$ cat src/rtl/sc_pkg.sv
// constants shared by the correction datapath and its helpers
package sc_pkg;

  // register indexes on the plain register port
  localparam logic [3:0] REG_GAIN_B   = 4'h0;
  localparam logic [3:0] REG_OFFSET_B = 4'h1;
  localparam logic [3:0] REG_GAIN_T   = 4'h2;
  localparam logic [3:0] REG_OFFSET_T = 4'h3;
  localparam logic [3:0] REG_TCO      = 4'h4;
  localparam logic [3:0] REG_TCG      = 4'h5;
  localparam logic [3:0] REG_DRIFT_SIGN_SCALE_CFG   = 4'h6;
  localparam logic [3:0] REG_SOT      = 4'h7;
  localparam logic [3:0] REG_SOT_SEL  = 4'h8;
  localparam logic [3:0] REG_TREF     = 4'h9;
  localparam logic [3:0] REG_BR_OUT   = 4'ha;
  localparam logic [3:0] REG_T_OUT    = 4'hb;
  localparam logic [3:0] REG_STATUS   = 4'hc;

  // values after reset
  localparam logic [14:0] RST_GAIN_B  = 15'h0800;  // unity bridge gain
  localparam logic [7:0]  RST_GAIN_T  = 8'h80;     // unity temperature gain
  localparam logic [1:0]  RST_SOT_SEL = 2'h1;      // second order on gain drift

  // field positions
  localparam int GAIN_B_X8_BIT = 14;
  localparam int CFG_TCO_SIGN  = 0;
  localparam int CFG_TCO_X8    = 1;
  localparam int CFG_TCG_SIGN  = 2;
  localparam int SOT_SIGN_BIT  = 7;

  // fraction bits of the fixed point coefficients
  localparam int GAIN_B_FRAC = 11;
  localparam int GAIN_T_FRAC = 7;

  // result range
  localparam logic [13:0] RESULT_MAX = 14'h3fff;

  // cycles from sample strobe to result strobe
  localparam int LATENCY = 4;

  // second order target selector codes
  typedef enum logic [1:0] {
    SOT_BRIDGE = 2'h0,
    SOT_TCG    = 2'h1,
    SOT_TCO    = 2'h2,
    SOT_BAD    = 2'h3
  } sot_target_e;

endpackage : sc_pkg

$ cat src/rtl/coeff_decode.sv
// decodes stored coefficient codes into signed working values
`timescale 1ns/1ps
module coeff_decode (
  input  wire logic [14:0]       gain_b_raw,
  input  wire logic [2:0]        cfg,
  input  wire logic [7:0]        tco_mag,
  input  wire logic [7:0]        tcg_mag,
  input  wire logic [7:0]        sot_raw,
  input  wire logic [1:0]        sel,
  output logic        [16:0]     gain_b_eff,
  output logic signed [8:0]      tco_s,
  output logic signed [8:0]      tcg_s,
  output logic signed [7:0]      sot_s,
  output logic                   tco_x8,
  output logic                   sot_bridge,
  output logic                   sot_tcg,
  output logic                   sot_tco,
  output logic                   sel_bad
);

  // top bit scales the fourteen bit fraction by eight
  assign gain_b_eff = gain_b_raw[sc_pkg::GAIN_B_X8_BIT] ?
                      {gain_b_raw[13:0], 3'h0} : {3'h0, gain_b_raw[13:0]}; // RULE3 RULE4

  // drift magnitudes carry their signs in the config bits
  assign tco_s = cfg[sc_pkg::CFG_TCO_SIGN] ? -$signed({1'b0, tco_mag})
                                           : $signed({1'b0, tco_mag}); // RULE8
  assign tcg_s = cfg[sc_pkg::CFG_TCG_SIGN] ? -$signed({1'b0, tcg_mag})
                                           : $signed({1'b0, tcg_mag}); // RULE9
  assign tco_x8 = cfg[sc_pkg::CFG_TCO_X8]; // RULE8

  // second order term is sign and seven bit magnitude
  assign sot_s = sot_raw[sc_pkg::SOT_SIGN_BIT] ? -$signed({1'b0, sot_raw[6:0]})
                                               : $signed({1'b0, sot_raw[6:0]}); // RULE12

  // at most one target; the prohibited code applies it nowhere
  assign sot_bridge = (sel == sc_pkg::SOT_BRIDGE); // RULE10 RULE11
  assign sot_tcg    = (sel == sc_pkg::SOT_TCG);    // RULE11
  assign sot_tco    = (sel == sc_pkg::SOT_TCO);    // RULE11
  assign sel_bad    = (sel == sc_pkg::SOT_BAD);    // RULE11

endmodule : coeff_decode

$ cat src/rtl/sat14.sv
// clamps a signed value into the unsigned fourteen bit result range
`timescale 1ns/1ps
module sat14 #(
  parameter int W = 16
) (
  input  wire logic signed [W-1:0] value,
  output logic [13:0]              clamped,
  output logic                     hit
);

  // upper bound widened to the input width
  localparam logic signed [W-1:0] HI = $signed({{(W-14){1'b0}}, sc_pkg::RESULT_MAX});

  // clamp rather than wrap at either end
  always_comb begin
    clamped = value[13:0];
    hit     = 1'b0;
    if (value < 0) begin
      clamped = 14'h0000;
      hit     = 1'b1;
    end else if (value > HI) begin
      clamped = sc_pkg::RESULT_MAX;
      hit     = 1'b1;
    end
  end

endmodule : sat14

$ cat src/rtl/sensor_correction_coeff_decode.sv
// bridge and temperature correction datapath with coefficient registers
//
// What this block does
// RULE1: raw bridge is unsigned fourteen bits, step one
// RULE2: raw temperature is unsigned, step four counts
// RULE3: bridge gain bit 14 multiplies by eight
// RULE4: bridge gain low bits are unsigned 3.11
// RULE5: bridge offset: sign bit weighs -16384
// RULE6: temperature gain is unsigned 1.7 fixed point
// RULE7: temperature offset is eight bit two's complement
// RULE8: offset drift: magnitude, sign cfg0, x8 cfg1
// RULE9: gain drift: magnitude, sign cfg2, never scaled
// RULE10: second order term corrects exactly one target; selector 11 applies it to none
// RULE11: selector 00 bridge, 01 gain, 10 offset
// RULE12: second order term is sign and magnitude
// RULE13: x8 flag also scales second order offset share
// RULE14: bridge nonlinearity saturates instead of wrapping
// RULE15: seven bit reference temperature is drift origin
// RULE16: host computes and loads every coefficient
// RULE17: results saturate to 0 and 16383
//
// Implementation choices: the placing of the registers and the strobed register port.
`timescale 1ns/1ps
module sensor_correction_coeff_decode (
  input  wire logic        clock,
  input  wire logic        reset,
  input  wire logic [3:0]  addr,
  input  wire logic [15:0] write_data,
  input  wire logic        write_strobe,
  input  wire logic        read_strobe,
  output logic      [15:0] read_data,
  input  wire logic        sample_valid,
  input  wire logic [13:0] raw_bridge_result,
  input  wire logic [13:0] internal_temp_sense_raw,
  output logic      [13:0] bridge_out,
  output logic      [13:0] temp_out,
  output logic             out_valid,
  output logic             sel_fault
);

  // coefficient store, loaded by software
  logic [14:0] gain_b_q;                    // bridge gain code
  logic [14:0] offset_b_q;                  // two's complement, sign bit weighs -16384
  logic [7:0]  gain_t_q;                    // temperature gain
  logic [7:0]  offset_t_q;                  // temperature offset
  logic [7:0]  tco_q;                       // offset drift magnitude
  logic [7:0]  tcg_q;                       // gain drift magnitude
  logic [2:0]  drift_sign_scale_cfg_q;      // signs and scale
  logic [7:0]  second_order_coeff_q;        // second order term
  logic [1:0]  second_order_target_sel_q;   // where it applies
  logic [6:0]  cal_low_temp_ref_q;          // drift origin

  // decoded coefficients
  logic [16:0]        gain_b_eff;
  logic signed [8:0]  tco_s;
  logic signed [8:0]  tcg_s;
  logic signed [7:0]  sot_s;
  logic               tco_x8;
  logic               sot_bridge;
  logic               sot_tcg;
  logic               sot_tco;
  logic               sel_bad;

  // pipeline state
  logic               v0_q;                 // stage flags
  logic               v1_q;
  logic               v2_q;
  logic [13:0]        rb_q;                 // captured bridge
  logic [13:0]        rt_q;                 // captured temperature
  logic signed [21:0] b1_q;                 // gained bridge plus offset
  logic signed [23:0] tco_dt_q;             // offset drift times dt
  logic signed [20:0] tcg_dt_q;             // gain drift times dt
  logic signed [16:0] t1_q;                 // corrected temperature
  logic [13:0]        b2c_q;                // drift corrected bridge
  logic [13:0]        t2_q;                 // clamped temperature
  logic               b2_hit_q;             // clamp hit in stage two
  logic               t_hit_q;
  logic               bridge_sat_q;         // status flags
  logic               temp_sat_q;

  // coefficient decode
  wire signed [14:0] off_b_s = $signed(offset_b_q); // RULE5

  coeff_decode u_decode (
    .gain_b_raw (gain_b_q),
    .cfg        (drift_sign_scale_cfg_q),
    .tco_mag    (tco_q),
    .tcg_mag    (tcg_q),
    .sot_raw    (second_order_coeff_q),
    .sel        (second_order_target_sel_q),
    .gain_b_eff (gain_b_eff),
    .tco_s      (tco_s),
    .tcg_s      (tcg_s),
    .sot_s      (sot_s),
    .tco_x8     (tco_x8),
    .sot_bridge (sot_bridge),
    .sot_tcg    (sot_tcg),
    .sot_tco    (sot_tco),
    .sel_bad    (sel_bad)
  );

  // coefficient writes; unmapped or read only indexes are ignored
  always_ff @(posedge clock) begin
    if (reset) begin
      gain_b_q                  <= sc_pkg::RST_GAIN_B;
      offset_b_q                <= 15'h0000;
      gain_t_q                  <= sc_pkg::RST_GAIN_T;
      offset_t_q                <= 8'h00;
      tco_q                     <= 8'h00;
      tcg_q                     <= 8'h00;
      drift_sign_scale_cfg_q    <= 3'h0;
      second_order_coeff_q      <= 8'h00;
      second_order_target_sel_q <= sc_pkg::RST_SOT_SEL;
      cal_low_temp_ref_q        <= 7'h00;
    end else if (write_strobe) begin
      case (addr)
        sc_pkg::REG_GAIN_B:   gain_b_q                  <= write_data[14:0];
        sc_pkg::REG_OFFSET_B: offset_b_q                <= write_data[14:0];
        sc_pkg::REG_GAIN_T:   gain_t_q                  <= write_data[7:0];
        sc_pkg::REG_OFFSET_T: offset_t_q                <= write_data[7:0];
        sc_pkg::REG_TCO:      tco_q                     <= write_data[7:0];
        sc_pkg::REG_TCG:      tcg_q                     <= write_data[7:0];
        sc_pkg::REG_DRIFT_SIGN_SCALE_CFG:   drift_sign_scale_cfg_q    <= write_data[2:0];
        sc_pkg::REG_SOT:      second_order_coeff_q      <= write_data[7:0];
        sc_pkg::REG_SOT_SEL:  second_order_target_sel_q <= write_data[1:0];
        sc_pkg::REG_TREF:     cal_low_temp_ref_q        <= write_data[6:0];
        default: begin
        end
      endcase
    end
  end

  // read data stands for one cycle only, zero otherwise
  always_ff @(posedge clock) begin
    if (reset) begin
      read_data <= 16'h0000;
    end else if (read_strobe) begin
      case (addr)
        sc_pkg::REG_GAIN_B:   read_data <= {1'b0, gain_b_q};
        sc_pkg::REG_OFFSET_B: read_data <= {1'b0, offset_b_q};
        sc_pkg::REG_GAIN_T:   read_data <= {8'h00, gain_t_q};
        sc_pkg::REG_OFFSET_T: read_data <= {8'h00, offset_t_q};
        sc_pkg::REG_TCO:      read_data <= {8'h00, tco_q};
        sc_pkg::REG_TCG:      read_data <= {8'h00, tcg_q};
        sc_pkg::REG_DRIFT_SIGN_SCALE_CFG:   read_data <= {13'h0000, drift_sign_scale_cfg_q};
        sc_pkg::REG_SOT:      read_data <= {8'h00, second_order_coeff_q};
        sc_pkg::REG_SOT_SEL:  read_data <= {14'h0000, second_order_target_sel_q};
        sc_pkg::REG_TREF:     read_data <= {9'h000, cal_low_temp_ref_q};
        sc_pkg::REG_BR_OUT:   read_data <= {2'h0, bridge_out};
        sc_pkg::REG_T_OUT:    read_data <= {2'h0, temp_out};
        sc_pkg::REG_STATUS:   read_data <= {13'h0000, temp_sat_q, bridge_sat_q, sel_fault};
        default:              read_data <= 16'h0000;
      endcase
    end else begin
      read_data <= 16'h0000;
    end
  end

  // stage 0: capture raw readings; converter shares this clock
  always_ff @(posedge clock) begin
    if (reset) begin
      v0_q <= 1'b0;
      rb_q <= 14'h0000;
      rt_q <= 14'h0000;
    end else begin
      v0_q <= sample_valid;
      if (sample_valid) begin
        rb_q <= raw_bridge_result; // RULE1
        // the two lowest bits carry no information
        rt_q <= {internal_temp_sense_raw[13:2], 2'h0}; // RULE2
      end
    end
  end

  // stage 1 arithmetic: distance from the calibration temperature
  logic signed [7:0]  dt_w;
  logic signed [15:0] sot_dt_w;
  logic signed [11:0] sot_t_w;
  logic signed [12:0] tco_tot_w;
  logic signed [12:0] tcg_tot_w;
  logic signed [15:0] tco_eff_w;
  logic signed [23:0] tco_dt_w;
  logic signed [20:0] tcg_dt_w;
  logic        [30:0] bg_w;
  logic signed [21:0] b1_w;
  logic        [21:0] tp_w;
  logic signed [16:0] t1_w;

  // seven bit origin compared against the top seven reading bits
  assign dt_w = $signed({1'b0, rt_q[13:7]}) - $signed({1'b0, cal_low_temp_ref_q}); // RULE15

  // second order share of a drift term grows with dt
  assign sot_dt_w  = sot_s * dt_w;
  assign sot_t_w   = sot_dt_w[15:4];
  assign tco_tot_w = 13'(tco_s) + 13'(sot_tco ? sot_t_w : 12'sh000); // RULE10
  assign tcg_tot_w = 13'(tcg_s) + 13'(sot_tcg ? sot_t_w : 12'sh000); // RULE9 RULE10

  // scaling sits after the sum so it covers the second order share
  assign tco_eff_w = tco_x8 ? (16'(tco_tot_w) <<< 3) : 16'(tco_tot_w); // RULE8 RULE13
  assign tco_dt_w  = tco_eff_w * dt_w;
  assign tcg_dt_w  = tcg_tot_w * dt_w;

  // bridge gain in 3.11 fixed point, offset sign extended
  assign bg_w = rb_q * gain_b_eff; // RULE4
  assign b1_w = $signed({2'h0, bg_w[30:sc_pkg::GAIN_B_FRAC]}) + 22'(off_b_s); // RULE5

  // temperature gain 1.7 fixed point plus signed offset
  assign tp_w = rt_q * gain_t_q; // RULE6
  assign t1_w = $signed({2'h0, tp_w[21:sc_pkg::GAIN_T_FRAC]}) + 17'($signed(offset_t_q)); // RULE7

  // stage 1 registers
  always_ff @(posedge clock) begin
    if (reset) begin
      v1_q     <= 1'b0;
      b1_q     <= 22'sh00_0000;
      tco_dt_q <= 24'sh00_0000;
      tcg_dt_q <= 21'sh00_0000;
      t1_q     <= 17'sh0_0000;
    end else begin
      v1_q <= v0_q;
      if (v0_q) begin
        b1_q     <= b1_w;
        tco_dt_q <= tco_dt_w;
        tcg_dt_q <= tcg_dt_w;
        t1_q     <= t1_w;
      end
    end
  end

  // stage 2 arithmetic: apply offset and gain drift
  logic signed [42:0] gterm_w;
  logic signed [27:0] b2_w;
  logic [13:0]        b2c_w;
  logic [13:0]        t2c_w;
  logic               b2_hit_w;
  logic               t_hit_w;

  assign gterm_w = b1_q * tcg_dt_q;
  assign b2_w = 28'(b1_q) + 28'(tco_dt_q >>> 4) + 28'($signed(gterm_w[42:16]));

  // clamping here keeps the squaring stage narrow
  sat14 #(.W(28)) u_sat_b2 (
    .value   (b2_w),
    .clamped (b2c_w),
    .hit     (b2_hit_w)
  );

  sat14 #(.W(17)) u_sat_t (
    .value   (t1_q),
    .clamped (t2c_w),
    .hit     (t_hit_w)
  );

  // stage 2 registers
  always_ff @(posedge clock) begin
    if (reset) begin
      v2_q     <= 1'b0;
      b2c_q    <= 14'h0000;
      t2_q     <= 14'h0000;
      b2_hit_q <= 1'b0;
      t_hit_q  <= 1'b0;
    end else begin
      v2_q <= v1_q;
      if (v1_q) begin
        b2c_q    <= b2c_w; // RULE17
        t2_q     <= t2c_w; // RULE17
        b2_hit_q <= b2_hit_w;
        t_hit_q  <= t_hit_w;
      end
    end
  end

  // stage 3 arithmetic: bridge nonlinearity from the square
  logic [27:0]        sq_w;
  logic signed [22:0] nl_w;
  logic signed [15:0] b3_w;
  logic [13:0]        b3c_w;
  logic               b3_hit_w;

  assign sq_w = b2c_q * b2c_q;
  assign nl_w = sot_s * $signed({1'b0, sq_w[27:14]});
  assign b3_w = $signed({2'h0, b2c_q}) + 16'(sot_bridge ? $signed(nl_w[22:9]) : 14'sh0000); // RULE10

  // a strong negative term must pin to zero, not wrap high
  sat14 #(.W(16)) u_sat_b3 (
    .value   (b3_w),
    .clamped (b3c_w),
    .hit     (b3_hit_w)
  ); // RULE14

  // result registers and status
  always_ff @(posedge clock) begin
    if (reset) begin
      out_valid    <= 1'b0;
      bridge_out   <= 14'h0000;
      temp_out     <= 14'h0000;
      bridge_sat_q <= 1'b0;
      temp_sat_q   <= 1'b0;
    end else begin
      out_valid <= v2_q;
      if (v2_q) begin
        bridge_out   <= b3c_w; // RULE14 RULE17
        temp_out     <= t2_q;
        bridge_sat_q <= b2_hit_q | b3_hit_w;
        temp_sat_q   <= t_hit_q;
      end
    end
  end

  // prohibited selector code shown to software as a level
  always_ff @(posedge clock) begin
    if (reset) begin
      sel_fault <= 1'b0;
    end else begin
      sel_fault <= sel_bad; // RULE11
    end
  end

  // checks
  AST_BRIDGE_CAPTURE: assert property (@(posedge clock) disable iff (reset)
    sample_valid |=> rb_q == $past(raw_bridge_result)) // RULE1
    else $error("raw bridge not captured");

  AST_TEMP_STEP: assert property (@(posedge clock) disable iff (reset)
    sample_valid |=> rt_q == {$past(internal_temp_sense_raw[13:2]), 2'h0}) // RULE2
    else $error("temperature step not four counts");

  AST_GAIN_X8: assert property (@(posedge clock) disable iff (reset)
    gain_b_q[14] |-> gain_b_eff == {gain_b_q[13:0], 3'h0}) // RULE3
    else $error("bridge gain scale bit ignored");

  AST_GAIN_PLAIN: assert property (@(posedge clock) disable iff (reset)
    v0_q && gain_b_q == 15'h0800 && offset_b_q == 15'h0000 |=> b1_q == 22'($past(rb_q))) // RULE4
    else $error("unity bridge gain not unity");

  AST_OFFSET_B: assert property (@(posedge clock) disable iff (reset)
    v0_q && gain_b_q == 15'h0000 |=> b1_q == 22'($signed($past(offset_b_q)))) // RULE5
    else $error("bridge offset sign wrong");

  AST_TEMP_GAIN: assert property (@(posedge clock) disable iff (reset)
    v0_q && gain_t_q == 8'h80 && offset_t_q == 8'h00 |=> t1_q == 17'($past(rt_q))) // RULE6
    else $error("unity temperature gain not unity");

  AST_TEMP_OFFSET: assert property (@(posedge clock) disable iff (reset)
    v0_q && gain_t_q == 8'h00 |=> t1_q == 17'($signed($past(offset_t_q)))) // RULE7
    else $error("temperature offset decode wrong");

  AST_TCO_SCALE: assert property (@(posedge clock) disable iff (reset)
    !sot_tco && tco_x8 |-> tco_eff_w == 16'(tco_s) * 16'sh0008) // RULE8
    else $error("offset drift scale wrong");

  AST_TCG_PLAIN: assert property (@(posedge clock) disable iff (reset)
    !sot_tcg && drift_sign_scale_cfg_q[1] |-> tcg_tot_w == 13'(tcg_s)) // RULE9
    else $error("gain drift scaled");

  AST_SEL_BAD: assert property (@(posedge clock) disable iff (reset)
    second_order_target_sel_q == 2'h3 |-> !(sot_bridge | sot_tcg | sot_tco) ##1 sel_fault) // RULE11
    else $error("prohibited selector applied");

  AST_SOT_X8: assert property (@(posedge clock) disable iff (reset)
    sot_tco && tco_x8 |-> tco_eff_w == (16'(tco_s) + 16'(sot_t_w)) * 16'sh0008) // RULE13
    else $error("second order offset share not scaled");

  AST_SAT_LO: assert property (@(posedge clock) disable iff (reset)
    v2_q && b3_w < 0 |=> bridge_out == 14'h0000 && bridge_sat_q) // RULE14
    else $error("bridge result wrapped below zero");

  AST_SAT_HI: assert property (@(posedge clock) disable iff (reset)
    v2_q && b3_w > 16'sh3fff |=> bridge_out == sc_pkg::RESULT_MAX && bridge_sat_q) // RULE17
    else $error("bridge result wrapped above full scale");

  AST_LATENCY: assert property (@(posedge clock) disable iff (reset)
    sample_valid |-> ##4 out_valid) // RULE17
    else $error("result strobe late");

endmodule : sensor_correction_coeff_decode

$ cat config.mk
export PLATFORM = sky130hd
export DESIGN_NAME = sensor_correction_coeff_decode
export DESIGN_NICKNAME = d
export VERILOG_FILES = /design/src/rtl/sc_pkg.sv /design/src/rtl/coeff_decode.sv /design/src/rtl/sat14.sv /design/src/rtl/sensor_correction_coeff_decode.sv
export SDC_FILE = /design/constraint.sdc
export NUM_CORES = 2
export LEC_CHECK = 0
export CAP_MARGIN = 20
export CORE_MARGIN = 10
export CORE_UTILIZATION = 64
export DETAILED_ROUTE_END_ITERATION = 10
export DONT_BUFFER_PORTS = 1
export PLACE_DENSITY = 0.91
export SLEW_MARGIN = 30
export SYNTH_ARGS = -nofsm -noshare
export SYNTH_HDL_FRONTEND = slang
export SYNTH_SLANG_ARGS = --single-unit
$ cat constraint.sdc
create_clock -name clock -period 28.2 [get_ports clock]
set_input_delay 4.23 -clock clock [delete_from_list [all_inputs] [get_ports clock]]
set_output_delay 4.23 -clock clock [all_outputs]
set_load 0.02 [all_outputs]
==> flow_results.xml <==
<?xml version="1.0" encoding="UTF-8"?>
<metrics>
  <group name="floorplan">
    <metric name="area_of_the_die" unit="um2">109000</metric>
    <metric name="die_w" unit="um">330</metric>
    <metric name="core_area" unit="um2">95000</metric>
    <metric name="die_h" unit="um">330</metric>
    <metric name="ios" unit="">99</metric>
    <metric name="placement_rows" unit="">113</metric>
    <metric name="initial_core_util" unit="%">64.6</metric>
  </group>
  <group name="drt">
    <metric name="top_signal_layer_used" unit="">met5</metric>
    <metric name="met3_length" unit="um">16000</metric>
    <metric name="drt-met1-wl" unit="um">57400</metric>
    <metric name="drcViolationCount" unit="">0</metric>
    <metric name="first_iter_violations" unit="">4341</metric>
    <metric name="drt-vias-per-instance" unit="">5.98</metric>
    <metric name="met2_length" unit="um">75600</metric>
    <metric name="detail_route.wirelength" unit="um">158000</metric>
    <metric name="detailroute.via_count" unit="">48600</metric>
    <metric name="routed_wire_length_per_instance" unit="um">19.4</metric>
    <metric name="router_iterations_before_antenna_repair" unit="">8</metric>
    <metric name="drtAntennaViolNets" unit="">0</metric>
  </group>
  <group name="synth">
    <metric name="synth_cells" unit="">7049</metric>
    <metric name="synth.net_count" unit="">8877</metric>
    <metric name="synth-warning-count" unit="">0</metric>
    <metric name="syn-mean-instance-area" unit="um2">8.70</metric>
    <metric name="area_share_of_the_leading_cell_type_in_the_synthesized_netlist" unit="%">38.3</metric>
    <metric name="synth_area_leaders" unit="">fa_1 (38%), ha_1 (12%), dfxtp_1 (8.7%)</metric>
    <metric name="synth.cell_area" unit="um2">61400</metric>
    <metric name="synth-async-reset-ratio" unit="%">0</metric>
    <metric name="number_of_enable_flip_flop_cells_after_synthesis" unit="">0</metric>
    <metric name="synth_sequential_area_ratio" unit="%">8.75</metric>
    <metric name="synth_top_cells_by_count" unit="">inv_1 (1371), fa_1 (1174), nand2_1 (882)</metric>
    <metric name="synthFlopType" unit="">dfxtp_1</metric>
    <metric name="most_frequently_used_cell_type_in_the_post_synthesis_netlist" unit="">inv_1</metric>
    <metric name="ff_latch_count_synth" unit="">268</metric>
    <metric name="netlist-cell-type-count" unit="">78</metric>
    <metric name="post-synth-top-area-cell" unit="">fa_1</metric>
  </group>
  <group name="grt">
    <metric name="antenna_found_initial" unit="">3</metric>
    <metric name="number_of_global_route_vias_before_repair" unit="">52400</metric>
    <metric name="grt_first_pass_wirelength" unit="um">261000</metric>
    <metric name="grt_start_max_net_pins" unit="">240</metric>
    <metric name="gr-usage-all-layers" unit="%">29.4</metric>
    <metric name="overflow" unit="">0</metric>
  </group>
  <group name="timing">
    <metric name="report.final.slew_viol_count" unit="">0</metric>
    <metric name="worst_pin_slew" unit="ns">1.03</metric>
    <metric name="post-route-worst-setup-slack" unit="ns">12.80</metric>
    <metric name="timing.max_slew.rel_slack" unit="%">31.5</metric>
    <metric name="whs" unit="ns">0.481</metric>
    <metric name="final.setup_skew" unit="ns">0.0144</metric>
    <metric name="setup_tns" unit="ns">0</metric>
    <metric name="report.final.setup_viol" unit="">0</metric>
    <metric name="timing.final.hold_violations" unit="">0</metric>
    <metric name="max_freq" unit="GHz">0.0649</metric>
    <metric name="finalCritPeriodShare" unit="%">54.6</metric>
    <metric name="fin_crit" unit="ns">15.40</metric>
    <metric name="grt_setup_unrepaired" unit="">false</metric>
  </group>
  <group name="cells_and_area">
    <metric name="finalNetCount" unit="">8662</metric>
    <metric name="finish.utilization" unit="%">66.6</metric>
    <metric name="drive_above_1_share" unit="%">2.87</metric>
    <metric name="fillers" unit="">6919</metric>
    <metric name="syn_to_final_growth" unit="%">3.16</metric>
  </group>
  <group name="clock_tree">
    <metric name="clock_pin_slew_reported_for_the_worst_setup_and_hold_paths_after_clock_tree_synthesis" unit="ns">0.06</metric>
    <metric name="cts_tree" unit="">yes</metric>
    <metric name="cts.htree.levels" unit="">1</metric>
    <metric name="cts-root-buf" unit="">clkbuf_16</metric>
    <metric name="cts-hold-fix-buffers" unit="">0</metric>
    <metric name="postcts_setup_bufs" unit="">0</metric>
    <metric name="cts.sinks" unit="">268</metric>
    <metric name="ctsLongestPathBuffers" unit="">3</metric>
    <metric name="number_of_resized_instances_in_the_post_cts_repair_step" unit="">0</metric>
    <metric name="clk_latency" unit="ns">0.61</metric>
    <metric name="tritoncts_buffers" unit="">30</metric>
  </group>
  <group name="pwr">
    <metric name="peakVddDrop" unit="mV">0.0729</metric>
    <metric name="power.static_leakage" unit="nW">31.0</metric>
    <metric name="power-per-cell-area" unit="nW/um2">35.4</metric>
  </group>
  <group name="placement">
    <metric name="placement.io_buffers" unit="">0</metric>
    <metric name="hpwlAfterDp" unit="um">126000</metric>
    <metric name="preCtsSetupSlack" unit="ns">13.59</metric>
    <metric name="gp_congestion" unit="">0.967</metric>
  </group>
  <group name="run_status">
    <metric name="status" unit="">finished, final reports clean</metric>
  </group>
  <group name="worst_setup_path">
    <metric name="required" unit="ns">28.73</metric>
    <metric name="critPathMaxFanout" unit="">15</metric>
    <metric name="critical_path.endpoint_type" unit="">flip-flop</metric>
    <metric name="cp.arrival" unit="ns">15.93</metric>
    <metric name="crit_path_top_delay_cell" unit="">a221oi_1</metric>
    <metric name="critical-path-top-cell-by-count" unit="">inv_1</metric>
    <metric name="critPathKind" unit="">reg2reg</metric>
    <metric name="crit_path_largest_cell_delay" unit="ns">0.86</metric>
    <metric name="timing.critical_path.from_type" unit="">flip-flop</metric>
  </group>
  <group name="min_path">
    <metric name="worstHoldPathType" unit="">reg2reg</metric>
  </group>
  <group name="job">
    <metric name="max-cap-violations" unit="">0</metric>
  </group>
</metrics>
## placed cells by master, fill, tap and decap left out, types with 61 or more instances in the layout
| cell | instances |
|---|---|
| mux2i_1 | 179 |
| nor2b_1 | 61 |
| nand2_1 | 882 |
| dfxtp_1 | 252 |
| o21ai_0 | 127 |
| a21oi_1 | 217 |
| and2_1 | 315 |
| xnor2_1 | 191 |
| ha_1 | 600 |
| inv_1 | 1371 |
| nor2_1 | 585 |
| nand2b_1 | 77 |
| xor2_1 | 64 |
| a21o_1 | 70 |
| fa_1 | 1174 |
## logic make-up (layout without fill, tap and decap cells)
family	count (synthesis)	after routing	synth area share, %
simple gates	2186	2186	16.2
compound gates	685	685	7.16
mux	196	196	3.27
buf+inv	1674	1479	10.3
fa+ha+maj	1775	1775	50.6
other cells	1	2	0.00611
xor+xnor	264	264	3.77
flops	268	268	8.75
## final timing paths
kind              slack [ns]  depth (start not counted)       endpoint    startpoint
setup / recovery       12.80                         52  bridge_out[7]      b2c_q[6]
hold / removal          0.48                          2   tco_dt_q[22]  tco_dt_q[22]
setup reg to reg       12.80                         52  bridge_out[7]      b2c_q[6]
hold reg to reg         0.48                          2   tco_dt_q[22]  tco_dt_q[22]
## critical path, delay by kind of cell, from the launching register on
kind,cells,cell delay (ns)
fa+ha+maj,13,5.74
compound gates,19,4.94
simple gates,7,1.99
buf+inv,11,1.02
flops,1,0.80
mux,1,0.69
xor+xnor,1,0.13
## power breakdown
group          total [mW]  internal [mW]  switching [mW]
clock               0.398          0.223           0.176
combinational        1.36          0.556           0.809
sequential          0.478          0.397          0.0807
## through the flow
stage | instances | cell area (um2) | power, mW
final | 8120 | 63300 | 2.24
after detailed placement | 8067 | 62300 | 1.81
after floorplan | 7049 | 61400 | 1.47
after CTS | 8119 | 63300 | 2.22
after global routing | 8119 | 63300 | 2.42
after global placement | 8067 | 62200 | 1.74
## sequential cells by signal, indices dropped and copies added, names as in the netlist, 2 cells and up
name / flops
b2c_q: 14
t1_q: 17
cal_low_temp_ref_q: 7
offset_t_q: 8
rb_q: 14
tcg_dt_q: 21
t2_q: 14
tcg_q: 8
drift_sign_scale_cfg_q: 3
read_data: 15
tco_q: 8
off_b_s: 15
bridge_out: 14
temp_out: 14
second_order_target_sel_q: 2
tco_dt_q: 20
b1_q: 22
second_order_coeff_q: 8
gain_t_q: 8
rt_q: 12
gain_b_q: 15
## final cells by class
class / count / area (um2) / area share (%)
multi-input cells: 5107 / 49800 / 78.6
flip-flops and latches: 268 / 5390 / 8.51
inverters: 1374 / 5160 / 8.15
well taps: 1265 / 1580 / 2.50
clock buffers: 34 / 796 / 1.26
repair buffers: 53 / 398 / 0.629
clock inverters: 18 / 195 / 0.308
diodes: 1 / 2.50 / 0.00395
## routing by layer
layer	vias to the layer above	GRT usage [%]
met5	-	0
met4	4	14.6
met3	691	5.36
met2	2733	49.5
met1	23900	36.3
li1	21200	-
(Power assumes the default switching activity.)
